## config.mk

```make
export PLATFORM = sky130hd
export DESIGN_NAME = fdtp_top
export DESIGN_NICKNAME = d
export VERILOG_FILES = /design/src/core/fdtp_pkg.sv /design/src/core/fdtp_top.sv
export VERILOG_INCLUDE_DIRS = /design/src /design/src/core
export SDC_FILE = /design/constraint.sdc
export NUM_CORES = 1
export LEC_CHECK = 0
export ABC_AREA = 1
export BUFFER_PORTS_ARGS = -buffer_cell sky130_fd_sc_hd__buf_2
export CAP_MARGIN = 20
export CORE_ASPECT_RATIO = 2
export CORE_MARGIN = 2
export CORE_UTILIZATION = 50
export CTS_CLUSTER_SIZE = 8
export DETAILED_ROUTE_END_ITERATION = 8
export PLACE_DENSITY_LB_ADDON = 0.12
export SETUP_SLACK_MARGIN = 0.3
export SYNTH_ARGS = -nofsm -noshare
export SYNTH_HDL_FRONTEND = slang
export SYNTH_SLANG_ARGS = --single-unit
export TNS_END_PERCENT = 100
```

## constraint.sdc

```tcl
create_clock -name clock -period 3.55 [get_ports clock]
set_input_delay 1.065 -clock clock [delete_from_list [all_inputs] [get_ports clock]]
set_output_delay 1.065 -clock clock [all_outputs]
set_load 0.01 [all_outputs]
```

## src/core/fdtp_defs.svh

```systemverilog
// Register indices, field positions, reset values and selector codes
`ifndef FDTP_DEFS_SVH
`define FDTP_DEFS_SVH

// Register indices; byte address is four times the index
`define FDTP_IDX_TRIG01    30'h0004_0298
`define FDTP_IDX_TRIG23    30'h0004_0299
`define FDTP_IDX_SOFT      30'h0004_029A
`define FDTP_IDX_REQ_SEL   30'h0004_02C0
`define FDTP_IDX_END_SEL   30'h0004_02D4
`define FDTP_IDX_END_DIR   30'h0004_02D6
`define FDTP_IDX_ACK_SEL   30'h0004_02DC
`define FDTP_IDX_EXT_SEL   30'h0004_02DF
`define FDTP_IDX_PEND0     30'h0004_822E
`define FDTP_IDX_PEND1     30'h0004_823E
`define FDTP_IDX_PEND2     30'h0004_824E
`define FDTP_IDX_CH3_DEST  30'h0004_825A
`define FDTP_IDX_CH3_EN    30'h0004_825C
`define FDTP_IDX_PEND3     30'h0004_825E

// Field positions
`define FDTP_END_SEL_LSB   5
`define FDTP_ACK_SEL_LSB   2
`define FDTP_EXT_SEL_LSB   4
`define FDTP_MODE_LSB      14
`define FDTP_STEP_LSB      12

// Reset values
`define FDTP_SEL_RESET     4'h0
`define FDTP_REQ_IDLE      4'hF

// Trigger source selector codes
`define FDTP_SRC_SOFT      4'h0
`define FDTP_SRC_FALL      4'h1
`define FDTP_SRC_RISE      4'h2
`define FDTP_SRC_PORT_LO   4'h3
`define FDTP_SRC_PORT_HI   4'h4
`define FDTP_SRC_T8_UF     4'h5
`define FDTP_SRC_T16A_B    4'h6
`define FDTP_SRC_T16A_A    4'h7
`define FDTP_SRC_T16B_B    4'h8
`define FDTP_SRC_T16B_A    4'h9
`define FDTP_SRC_SER_RX    4'hA
`define FDTP_SRC_SER_TX    4'hB
`define FDTP_SRC_ADC       4'hC
`define FDTP_SRC_FIFO_RX   4'hD
`define FDTP_SRC_FIFO_TX   4'hE

`define FDTP_MODE_INVALID  2'h3
`define FDTP_RESP_OKAY     2'h0
`define FDTP_RESP_SLVERR   2'h2

`endif

```

## src/core/fdtp_pkg.sv

```systemverilog
// Types shared by the fast DMA trigger and pin control block
package fdtp_pkg;

	// One-cycle event pulses offered to one channel
	typedef struct packed {
		logic port_low;
		logic port_high;
		logic timer8_underflow;
		logic t16a_cmp_b;
		logic t16a_cmp_a;
		logic t16b_cmp_b;
		logic t16b_cmp_a;
		logic serial_rx_full;
		logic serial_tx_empty;
		logic adc_done;
		logic fifo_rx_full;
		logic fifo_tx_empty;
	} fdtp_event_type;

	// Channel 3 destination setup as seen by the transfer engine
	typedef struct packed {
		logic [1:0]  transfer_mode_field;
		logic        mode_valid;
		logic [1:0]  dest_addr_step;
		logic [11:0] dest_addr_upper;
	} fdtp_ch3_dest_type;

endpackage

```

## src/core/fdtp_top.sv

```systemverilog
// Fast DMA trigger selection, trigger flags and pin routing
// Operation
// Four-bit selector per channel, resets to software
// Codes 1/2 trigger on request falling/rising edge
// Codes 3-9 select port and timer events
// Codes A-C select serial and converter events
// Codes D/E reserved on channels 0 and 2
// Writing one pulses soft trigger, reads invalid
// Soft trigger only acts with software selector
// Pending flag set by trigger, cleared at start
// Writing one clears pending flag; read shows it
// Pending flags zero after reset
// Request pin select routes K5 pins
// Pin selects clear on cold start only
// End outputs need select and output direction
// Direction readback reflects peripheral when selected
// P3 select bits drive channel 0/1 acknowledge
// Extension bits route channel 2/3 to P0
// Channel 3 destination step only in dual mode
// Channel 3 flag register clears and reports
// Mode field selects action; code 11 invalid
// Enable clears when transfer counter reaches zero
// Request inputs synchronised before edge detection
//
// Decided for this implementation: register access over AXI4-Lite.
`include "fdtp_defs.svh"

module fdtp_top (
	// System
	input  wire logic                            clock,
	input  wire logic                            reset,
	input  wire logic                            cold_start,
	// AXI4-Lite slave
	input  wire logic [31:0]                     s_axi_awaddr,
	input  wire logic                            s_axi_awvalid,
	output wire logic                            s_axi_awready,
	input  wire logic [31:0]                     s_axi_wdata,
	input  wire logic [3:0]                      s_axi_wstrb,
	input  wire logic                            s_axi_wvalid,
	output wire logic                            s_axi_wready,
	output      logic [1:0]                      s_axi_bresp,
	output      logic                            s_axi_bvalid,
	input  wire logic                            s_axi_bready,
	input  wire logic [31:0]                     s_axi_araddr,
	input  wire logic                            s_axi_arvalid,
	output wire logic                            s_axi_arready,
	output      logic [31:0]                     s_axi_rdata,
	output      logic [1:0]                      s_axi_rresp,
	output      logic                            s_axi_rvalid,
	input  wire logic                            s_axi_rready,
	// Trigger sources
	input  wire fdtp_pkg::fdtp_event_type [3:0]  trigger_events,
	// Transfer engine
	input  wire logic [3:0]                      transfer_start,
	input  wire logic                            ch3_count_zero,
	input  wire logic                            ch3_dual_address,
	output      logic [3:0]                      channel_trigger,
	output      logic [3:0]                      trigger_pending,
	output      logic                            ch3_enable,
	output wire fdtp_pkg::fdtp_ch3_dest_type     ch3_dest,
	// Request pins and engine strobes
	input  wire logic [3:0]                      transfer_request_n_pin,
	input  wire logic [3:0]                      transfer_end_n,
	input  wire logic [3:0]                      transfer_ack_n,
	// Shared output pins
	input  wire logic [7:0]                      gpio_out,
	input  wire logic [7:2]                      gpio_oe,
	output      logic [7:0]                      pin_out,
	output      logic [7:0]                      pin_oe
);

	logic        aw_full;
	logic        w_full;
	logic [29:0] aw_idx;
	logic [31:0] w_data;
	logic [3:0]  w_strb;
	logic        do_write;
	logic [3:0][3:0] trig_sel;
	logic [3:0]  soft_trigger;
	logic [3:0]  request_pin_select;
	logic [1:0]  end_pin_select;
	logic [1:0]  end_pin_direction;
	logic [1:0]  ack_pin_select;
	logic [3:0]  pin_extension_select;
	logic [1:0]  mode;
	logic [1:0]  step;
	logic [11:0] upper;
	logic [3:0]  req_meta;
	logic [3:0]  req_sync;
	logic [3:0]  req_prev;
	logic [3:0]  req_rise;
	logic [3:0]  req_fall;
	logic [3:0]  pend_clear;
	logic [7:0]  next_pin_out;
	logic [7:0]  next_pin_oe;
	logic [31:0] next_rdata;
	logic        rd_hit;
	logic        wr_hit;

	function automatic logic wr_at(input logic [29:0] idx);
		wr_at = do_write && aw_idx == idx && w_strb[0];
	endfunction

	// Write channel: address and data may arrive in either order
	assign s_axi_awready = !aw_full;
	assign s_axi_wready  = !w_full;
	assign do_write      = aw_full && w_full && !s_axi_bvalid;

	always_ff @(posedge clock)
		if (reset)
			aw_full <= 1'b0;
		else if (s_axi_awvalid && s_axi_awready)
			aw_full <= 1'b1;
		else if (do_write)
			aw_full <= 1'b0;

	always_ff @(posedge clock)
		if (s_axi_awvalid && s_axi_awready)
			aw_idx <= s_axi_awaddr[31:2];

	always_ff @(posedge clock)
		if (reset)
			w_full <= 1'b0;
		else if (s_axi_wvalid && s_axi_wready)
			w_full <= 1'b1;
		else if (do_write)
			w_full <= 1'b0;

	always_ff @(posedge clock)
		if (s_axi_wvalid && s_axi_wready)
		begin
			w_data <= s_axi_wdata;
			w_strb <= s_axi_wstrb;
		end

	always_comb
	begin
		case (aw_idx)
			`FDTP_IDX_TRIG01, `FDTP_IDX_TRIG23, `FDTP_IDX_SOFT,
			`FDTP_IDX_REQ_SEL, `FDTP_IDX_END_SEL, `FDTP_IDX_END_DIR,
			`FDTP_IDX_ACK_SEL, `FDTP_IDX_EXT_SEL, `FDTP_IDX_PEND0,
			`FDTP_IDX_PEND1, `FDTP_IDX_PEND2, `FDTP_IDX_CH3_DEST,
			`FDTP_IDX_CH3_EN, `FDTP_IDX_PEND3:
				wr_hit = 1'b1;
			default:
				wr_hit = 1'b0;
		endcase
	end

	always_ff @(posedge clock)
		if (reset)
		begin
			s_axi_bvalid <= 1'b0;
			s_axi_bresp  <= `FDTP_RESP_OKAY;
		end
		else if (do_write)
		begin
			s_axi_bvalid <= 1'b1;
			s_axi_bresp  <= wr_hit ? `FDTP_RESP_OKAY : `FDTP_RESP_SLVERR;
		end
		else if (s_axi_bready)
			s_axi_bvalid <= 1'b0;

	// Selectors
	always_ff @(posedge clock)
		if (reset)
			trig_sel <= {4{`FDTP_SEL_RESET}};
		else
		begin
			if (wr_at(`FDTP_IDX_TRIG01))
				trig_sel[1:0] <= w_data[7:0];
			if (wr_at(`FDTP_IDX_TRIG23))
				trig_sel[3:2] <= w_data[7:0];
		end

	// Write-only pulse, never stored
	always_ff @(posedge clock)
		if (reset)
			soft_trigger <= 4'h0;
		else if (wr_at(`FDTP_IDX_SOFT))
			soft_trigger <= w_data[3:0];
		else
			soft_trigger <= 4'h0;

	// Pin routing survives a hot start
	always_ff @(posedge clock)
		if (cold_start)
		begin
			request_pin_select   <= 4'h0;
			end_pin_select       <= 2'h0;
			end_pin_direction    <= 2'h0;
			ack_pin_select       <= 2'h0;
			pin_extension_select <= 4'h0;
		end
		else
		begin
			if (wr_at(`FDTP_IDX_REQ_SEL))
				request_pin_select <= {w_data[4:3], w_data[1:0]};
			if (wr_at(`FDTP_IDX_END_SEL))
				end_pin_select <= w_data[`FDTP_END_SEL_LSB +: 2];
			if (wr_at(`FDTP_IDX_END_DIR))
				end_pin_direction <= w_data[`FDTP_END_SEL_LSB +: 2];
			if (wr_at(`FDTP_IDX_ACK_SEL))
				ack_pin_select <= w_data[`FDTP_ACK_SEL_LSB +: 2];
			if (wr_at(`FDTP_IDX_EXT_SEL))
				pin_extension_select <= w_data[`FDTP_EXT_SEL_LSB +: 4];
		end

	// Channel 3 destination setup
	always_ff @(posedge clock)
		if (reset)
		begin
			mode  <= 2'h0;
			step  <= 2'h0;
			upper <= 12'h000;
		end
		else if (do_write && aw_idx == `FDTP_IDX_CH3_DEST)
		begin
			if (w_strb[1])
			begin
				mode        <= w_data[`FDTP_MODE_LSB +: 2];
				step        <= w_data[`FDTP_STEP_LSB +: 2];
				upper[11:8] <= w_data[11:8];
			end
			if (w_strb[0])
				upper[7:0] <= w_data[7:0];
		end

	assign ch3_dest.transfer_mode_field = mode;
	assign ch3_dest.mode_valid = mode != `FDTP_MODE_INVALID;
	// Single-address transfers must not see a stale step
	assign ch3_dest.dest_addr_step  = ch3_dual_address ? step : 2'h0;
	assign ch3_dest.dest_addr_upper = ch3_dual_address ? upper : 12'h000;

	// Software write wins over the end-of-count clear
	always_ff @(posedge clock)
		if (reset)
			ch3_enable <= 1'b0;
		else if (wr_at(`FDTP_IDX_CH3_EN))
			ch3_enable <= w_data[0];
		else if (ch3_count_zero)
			ch3_enable <= 1'b0;

	// Request pins: deselected pins idle high
	always_ff @(posedge clock)
		if (reset)
		begin
			req_meta <= `FDTP_REQ_IDLE;
			req_sync <= `FDTP_REQ_IDLE;
			req_prev <= `FDTP_REQ_IDLE;
		end
		else
		begin
			req_meta <= transfer_request_n_pin | ~request_pin_select;
			req_sync <= req_meta;
			req_prev <= req_sync;
		end

	assign req_rise = req_sync & ~req_prev;
	assign req_fall = ~req_sync & req_prev;

	genvar ch;
	generate
		for (ch = 0; ch < 4; ch++)
		begin : g_chan
			fdtp_pkg::fdtp_event_type ev;
			assign ev = trigger_events[ch];
			always_comb
			begin
				case (trig_sel[ch])
					`FDTP_SRC_SOFT:
						channel_trigger[ch] = soft_trigger[ch];
					`FDTP_SRC_FALL:
						channel_trigger[ch] = req_fall[ch];
					`FDTP_SRC_RISE:
						channel_trigger[ch] = req_rise[ch];
					`FDTP_SRC_PORT_LO:
						channel_trigger[ch] = ev.port_low;
					`FDTP_SRC_PORT_HI:
						channel_trigger[ch] = ev.port_high;
					`FDTP_SRC_T8_UF:
						channel_trigger[ch] = ev.timer8_underflow;
					`FDTP_SRC_T16A_B:
						channel_trigger[ch] = ev.t16a_cmp_b;
					`FDTP_SRC_T16A_A:
						channel_trigger[ch] = ev.t16a_cmp_a;
					`FDTP_SRC_T16B_B:
						channel_trigger[ch] = ev.t16b_cmp_b;
					`FDTP_SRC_T16B_A:
						channel_trigger[ch] = ev.t16b_cmp_a;
					`FDTP_SRC_SER_RX:
						channel_trigger[ch] = ev.serial_rx_full;
					`FDTP_SRC_SER_TX:
						channel_trigger[ch] = ev.serial_tx_empty;
					`FDTP_SRC_ADC:
						channel_trigger[ch] = ev.adc_done;
					`FDTP_SRC_FIFO_RX:
						channel_trigger[ch] = (ch % 2 == 1) && ev.fifo_rx_full;
					`FDTP_SRC_FIFO_TX:
						channel_trigger[ch] = (ch % 2 == 1) && ev.fifo_tx_empty;
					default:
						channel_trigger[ch] = 1'b0;
				endcase
			end
		end
	endgenerate

	// Pending flags: a new trigger wins over any clear
	assign pend_clear = transfer_start | {wr_at(`FDTP_IDX_PEND3) & w_data[0],
		wr_at(`FDTP_IDX_PEND2) & w_data[0], wr_at(`FDTP_IDX_PEND1) & w_data[0],
		wr_at(`FDTP_IDX_PEND0) & w_data[0]};

	always_ff @(posedge clock)
		if (reset)
			trigger_pending <= 4'h0;
		else
			trigger_pending <= channel_trigger
				| (trigger_pending & ~pend_clear);

	// Shared pins: 0,1 P1 end; 2,3 P3 ack; 4..7 P0 ack2 end2 ack3 end3
	always_comb
	begin
		next_pin_out = gpio_out;
		next_pin_oe  = {gpio_oe, end_pin_direction};
		// Per pin: select picks the strobe, direction alone gates drive
		next_pin_out[1:0] = (end_pin_select & transfer_end_n[1:0])
			| (~end_pin_select & gpio_out[1:0]);
		for (int k = 0; k < 2; k++)
			if (ack_pin_select[k])
			begin
				next_pin_out[2 + k] = transfer_ack_n[k];
				next_pin_oe[2 + k]  = 1'b1;
			end
		for (int k = 0; k < 4; k++)
			if (pin_extension_select[k])
			begin
				next_pin_out[4 + k] = k[0] ? transfer_end_n[2 + k / 2]
					: transfer_ack_n[2 + k / 2];
				next_pin_oe[4 + k]  = 1'b1;
			end
	end

	always_ff @(posedge clock)
		if (reset)
		begin
			pin_out <= 8'hFF;
			pin_oe  <= 8'h00;
		end
		else
		begin
			pin_out <= next_pin_out;
			pin_oe  <= next_pin_oe;
		end

	// Read channel
	assign s_axi_arready = !s_axi_rvalid;

	always_comb
	begin
		next_rdata = 32'h0000_0000;
		rd_hit = 1'b1;
		case (s_axi_araddr[31:2])
			`FDTP_IDX_TRIG01:   next_rdata[7:0] = trig_sel[1:0];
			`FDTP_IDX_TRIG23:   next_rdata[7:0] = trig_sel[3:2];
			`FDTP_IDX_SOFT:     next_rdata = 32'h0000_0000;
			`FDTP_IDX_REQ_SEL:
				next_rdata[4:0] = {request_pin_select[3:2], 1'b0,
					request_pin_select[1:0]};
			`FDTP_IDX_END_SEL:
				next_rdata[`FDTP_END_SEL_LSB +: 2] = end_pin_select;
			`FDTP_IDX_END_DIR:
				next_rdata[`FDTP_END_SEL_LSB +: 2] = (end_pin_select & pin_oe[1:0])
					| (~end_pin_select & end_pin_direction);
			`FDTP_IDX_ACK_SEL:
				next_rdata[`FDTP_ACK_SEL_LSB +: 2] = ack_pin_select;
			`FDTP_IDX_EXT_SEL:
				next_rdata[`FDTP_EXT_SEL_LSB +: 4] = pin_extension_select;
			`FDTP_IDX_PEND0:    next_rdata[0] = trigger_pending[0];
			`FDTP_IDX_PEND1:    next_rdata[0] = trigger_pending[1];
			`FDTP_IDX_PEND2:    next_rdata[0] = trigger_pending[2];
			`FDTP_IDX_PEND3:    next_rdata[0] = trigger_pending[3];
			`FDTP_IDX_CH3_DEST: next_rdata[15:0] = {mode, step, upper};
			`FDTP_IDX_CH3_EN:   next_rdata[0] = ch3_enable;
			default:            rd_hit = 1'b0;
		endcase
	end

	always_ff @(posedge clock)
		if (reset)
		begin
			s_axi_rvalid <= 1'b0;
			s_axi_rdata  <= 32'h0000_0000;
			s_axi_rresp  <= `FDTP_RESP_OKAY;
		end
		else if (s_axi_arvalid && s_axi_arready)
		begin
			s_axi_rvalid <= 1'b1;
			s_axi_rdata  <= next_rdata;
			s_axi_rresp  <= rd_hit ? `FDTP_RESP_OKAY : `FDTP_RESP_SLVERR;
		end
		else if (s_axi_rready)
			s_axi_rvalid <= 1'b0;
endmodule

```

======== Word-level counts from Yosys, hierarchy flattened ========
Index checks and enable logic that the tools add are counted.
Widths: inputs -> output; s select.
word-level totals
  register bits after elaboration ......... 155
  bits of input ports ..................... 188
  word-level logic and storage cells ...... 222
cells by class
  equality and inequality tests ........... 81
  muxes and demuxes ....................... 38
  bitwise gates (word level) .............. 22
  reduce and logical (&&, ||, !) cells .... 50
operator list
  kind                  number
  $eq 30x19->1 const B  28
  $eq 4x4->1 const B    24
  $eq 4x3->1 const B    16
  $eq 4x2->1 const B    8
  $logic_and 1x1->1     32
  $pmux 1 s15           2
  $reduce_or 14->1      2
  $pmux 1 s13           2
  $mux 1                23
  $eq 4x1->1 const B    4
  $logic_not 4->1       4
  $not 4->4             4
  $and 4x4->4           3
  $mux 12               1
  $or 4x4->4            3
  $pmux 2 s6            1
  $pmux 2 s5            1
  $reduce_bool 2->1     5
  $pmux 1 s9            1
  $and 2x2->2           4
  $mux 8                1
  $pmux 1 s4            2
  $mux 2                3
  $pmux 1 s5            1
  other kinds (8)       16

======== Logic depth before layout (Yosys ltp) ========
  word-level depth ........................ 9
  depth in mapped cells ................... 12
  mapped depth without buffers ............ 12

======== Least setup slack after synthesis ========
OpenSTA, ideal clock, no wires.
  kind .................................... input-to-reg
  start ................................... input s_axi_awvalid
  end ..................................... register aw_idx[0] (enable)
  arrival ................................. 2.384 ns
  path slack .............................. 0.748 ns
  cell stages on the path ................. 2
  cell sequence ........................... inv_1 -> nor2_1
between the ends
  word-level cells in the longest chain between the ends .. 1
ends and longest elaborated chain
  item                    line             source
  start: declaration      fdtp_top.sv:35   input wire logic s_axi_awvalid,
  $logic_and 1x1->1       fdtp_top.sv:118  if (s_axi_awvalid && s_axi_awready)
  end signal: assignment  fdtp_top.sv:119  aw_idx <= s_axi_awaddr[31:2];
  end: declaration        fdtp_top.sv:74   logic [29:0] aw_idx;
Every way passes these cells.
A chain may end at the register's enable or synchronous reset.

======== Worst setup path after layout ========
  start ................................... input trigger_events[11] in the netlist's numbering
  end ..................................... output channel_trigger[0]
between the ends
  word-level cells in the longest chain between the ends .. 1
ends and longest elaborated chain
  item                line             source
  start: declaration  fdtp_top.sv:52   input wire fdtp_pkg::fdtp_event_type [3:0] trigger_events,
  $pmux 1 s13         fdtp_top.sv:270  case (trig_sel[ch])
  end: declaration    fdtp_top.sv:57   output logic [3:0] channel_trigger,
Every way passes these cells.

==> metrics.txt <==
area grow syn2layout 24.97%; Post-CTS Resized 0; Synth Area in Adders 0; Placer Congestion ~0.94; Compound-Gate Fraction of Synth Area 0.1124; synth unique cells 49; ys async rst share 0; Peak VDD IR roughly 0.36 mV; crit path launch type input port; row count between 60 and 70; DRC 0; Syn Std Cell Area between 7000 and 8000 um2; Max FO, Critical Path 2; Avg Synthesized Cell Area 7.578 um2; arrival time at the worst endpoint 2070 ps; Clock Path Buffers 2; clock-pin slew on the worst setup and hold paths 70 ps; buffer and inverter count on the worst path 4; total stage count of the critical path 8; fill cell total of the finished layout 1,426; drt wl/cell 15.57 um; slew at the pin closest to its max-slew limit 775.0 ps; later-pin clock latency in the skew report 420 ps; initial antenna violation count 0; die width 90.44 um; fraction of final layout cells sized beyond drive strength 1 0.2537; P per Cell Area 436.1 nW/um2; die height 176.9 um; Synth warnings 0; CP Capture Point channel_trigger[0]; TritonCTS clock tree built; most common cell after layout, fill and taps aside buf_2; utilization after layout 0.6335; Sink Count roughly 150; vias in the first global route 7,078; worst path required time 2480 ps; clock skew 12.26 ps; CP max stage cell nor3_1; most frequent cells in the layout buf_2 (226), nand2_1 (197), inv_1 (142); number of flops mapped to enable cells by yosys 48; R2R depth 10; #FFs+latches synth between 150 and 200; pin count of the biggest net entering global routing 36; simple-gate area share of the yosys netlist 0.3027; Rel. slew slack 0.4828; Worst Setup End Kind primary output; total vias in the final route 7,202; Vias/cell 5.054; first-pass GRT wire length 34,650 um; All-Layer GR Usage 0.2803; XOR/XNOR share of the synthesized area 0; Overflow after GRT 0; Reg2Reg Capture Point upper[0]$_SDFFE_PP0P_; slowest cell delay on critical path around 370 ps; maximum clock frequency 319.1 MHz; Final Hold Vio Count 0; setup tns final 0 ps; Ant. Diodes 0; Synth Instances 986; leakage between 4 and 5 nW; crit-path cells buf_2 > nand2_1 > nand2_1 > o21ai_0 > inv_1 > nor3_1 > inv_1 > buf_2; I/O Buffers between 200 and 250; RSZ-0062 raised after global routing no; post-synthesis mux area share 0; Boundary Pins 271; max-slew violations 0; crit path time final 3133 ps; Tcrit/Tclk final 0.8826; htree depth 4; final setup violation count 0; Post-DRT Antenna Nets 0; Starting Density 0.5069; Root Buffer clkbuf_16; DRT iter0 DRCs 365; crit path kind in2out; dpl hpwl 17,830 um; Nets 1,405; Max-Cap Viols 0; largest family of logic cells by synthesized area simple AND/OR/NAND/NOR gates; sequential fraction of the synthesis area 0.4742; Primary FF master, synth dfxtp_1; WL final 22,190 um; Worst R2R Setup Slack 1490 ps; reg2reg start aw_idx[2]$_DFFE_PP_; drt pass-1 iters 5; number of setup buffers added after CTS 0; core area 14,740 um2; Hold Slack 401.0 ps; CTS Buf Count 17; Hold-fix buffers, CTS 0; full die area 16,000 um2; critical path's top delay family simple AND/OR/NAND/NOR gates; crit path from trigger_events[11]; outcome complete, no violations; Hold Path Class reg2reg
## power by group
group	switching [mW]	internal, mW	leakage (nW)	total (mW)
sequential	0.0358	1.87	1.31	1.90
combinational	0.180	0.122	2.83	0.302
clock	0.786	1.08	0.304	1.87
total	1.00	3.07	4.45	4.07
## worst register-to-register path, stage by stage, from the launching register on
cell      delay (ps)
edfxtp_1         480
nor2_4           200
nand2_2          100
inv_1             90
nand3_1           70
nor2_1           130
nand3_1          360
inv_1            300
nand2_1           70
o21ai_1           80
nor2_1            50
## layout make-up
class,instances,area (um2),share of cell area
inverter,154,584.3,0.06258
timing repair buffer,232,1176,0.1260
multi-input combinational,659,3172,0.3397
tap,195,244.0,0.02613
clock inverter,12,138.9,0.01487
sequential,153,3543,0.3795
clock buffer,20,479.2,0.05132
## worst min path at each step
stage | start | endpoint | slack (ps) | cells after the start
6_report | req_meta[3]$_SDFF_PP1_ | req_sync[3]$_SDFF_PP1_ | 400 | 1
3_3_place_gp | req_meta[2]$_SDFF_PP1_ | req_sync[2]$_SDFF_PP1_ | 390 | 1
4_1_cts | req_meta[3]$_SDFF_PP1_ | req_sync[3]$_SDFF_PP1_ | 400 | 1
5_1_grt | req_meta[3]$_SDFF_PP1_ | req_sync[3]$_SDFF_PP1_ | 410 | 1
3_5_place_dp | req_meta[0]$_SDFF_PP1_ | req_sync[0]$_SDFF_PP1_ | 390 | 1
2_1_floorplan | req_meta[0]$_SDFF_PP1_ | req_sync[0]$_SDFF_PP1_ | 390 | 1
## stage by stage
| step | instance area, um2 | worst slack [ps] | power, mW | std cells |
|---|---|---|---|---|
| 6_report | 9338 | 416.6 | 4.072 | 1425 |
| 5_1_grt | 9338 | 361.7 | 4.210 | 1425 |
| 4_1_cts | 9338 | 393.9 | 4.100 | 1425 |
| 3_5_place_dp | 8720 | 393.9 | 2.243 | 1393 |
| 3_3_place_gp | 8720 | 378.0 | 2.238 | 1393 |
| 2_1_floorplan | 7536 | 748.5 | 2.092 | 1003 |
## cell families (layout without fill, tap and decap cells)
| logic type | Yosys count | after routing |
|---|---|---|
| compound gates | 148 | 148 |
| buf+inv | 191 | 418 |
| flops | 153 | 153 |
| other cells | 1 | 18 |
| simple gates | 493 | 493 |
## layer usage
layer	vias to the layer above	track usage	routed length [um]
li1	3629	-	-
met1	3226	0.2674	7490
met2	265	0.5407	12120
met3	82	0.04770	1104
met4	0	0.1840	1473
met5	-	0	0
## cells in the mapped netlist, types with 3 or more instances
cell      instances  area, um2
a21oi_1          60      300.3
buf_4            19      142.6
buf_6             3      33.78
clkbuf_1         11      41.29
dfxtp_1         105       2102
edfxtp_1         48       1441
inv_1           142      533.0
inv_2             9      33.78
nand2_1         197      739.5
nand2_2           5      31.28
nand3_1          81      405.4
nand3b_1          6      45.04
nand4_1          19      118.9
nor2_1          135      506.7
nor2_2            5      31.28
nor2_4            7      78.83
nor3_1           16      80.08
nor3_2            3      30.03
nor4_1            4      25.02
o211ai_1          4      30.03
o21a_1           11      82.58
o21ai_0          44      220.2
o21ai_1          11      55.05
o21bai_1          3      22.52
o22ai_1           3      18.77
or2_2             4      25.02
## state kept, by name, summed over array words and instances, names as in the netlist, 4 cells and up
name and cells:
aw_idx 30, pin_extension_select 4, pin_oe 8, pin_out 8, req_meta 4, req_prev 4, req_sync 4, request_pin_select 4
s_axi_rdata 16, soft_trigger 4, trig_sel 16, trigger_pending 4, upper 12, w_data 16
(Power assumes the default switching activity.)
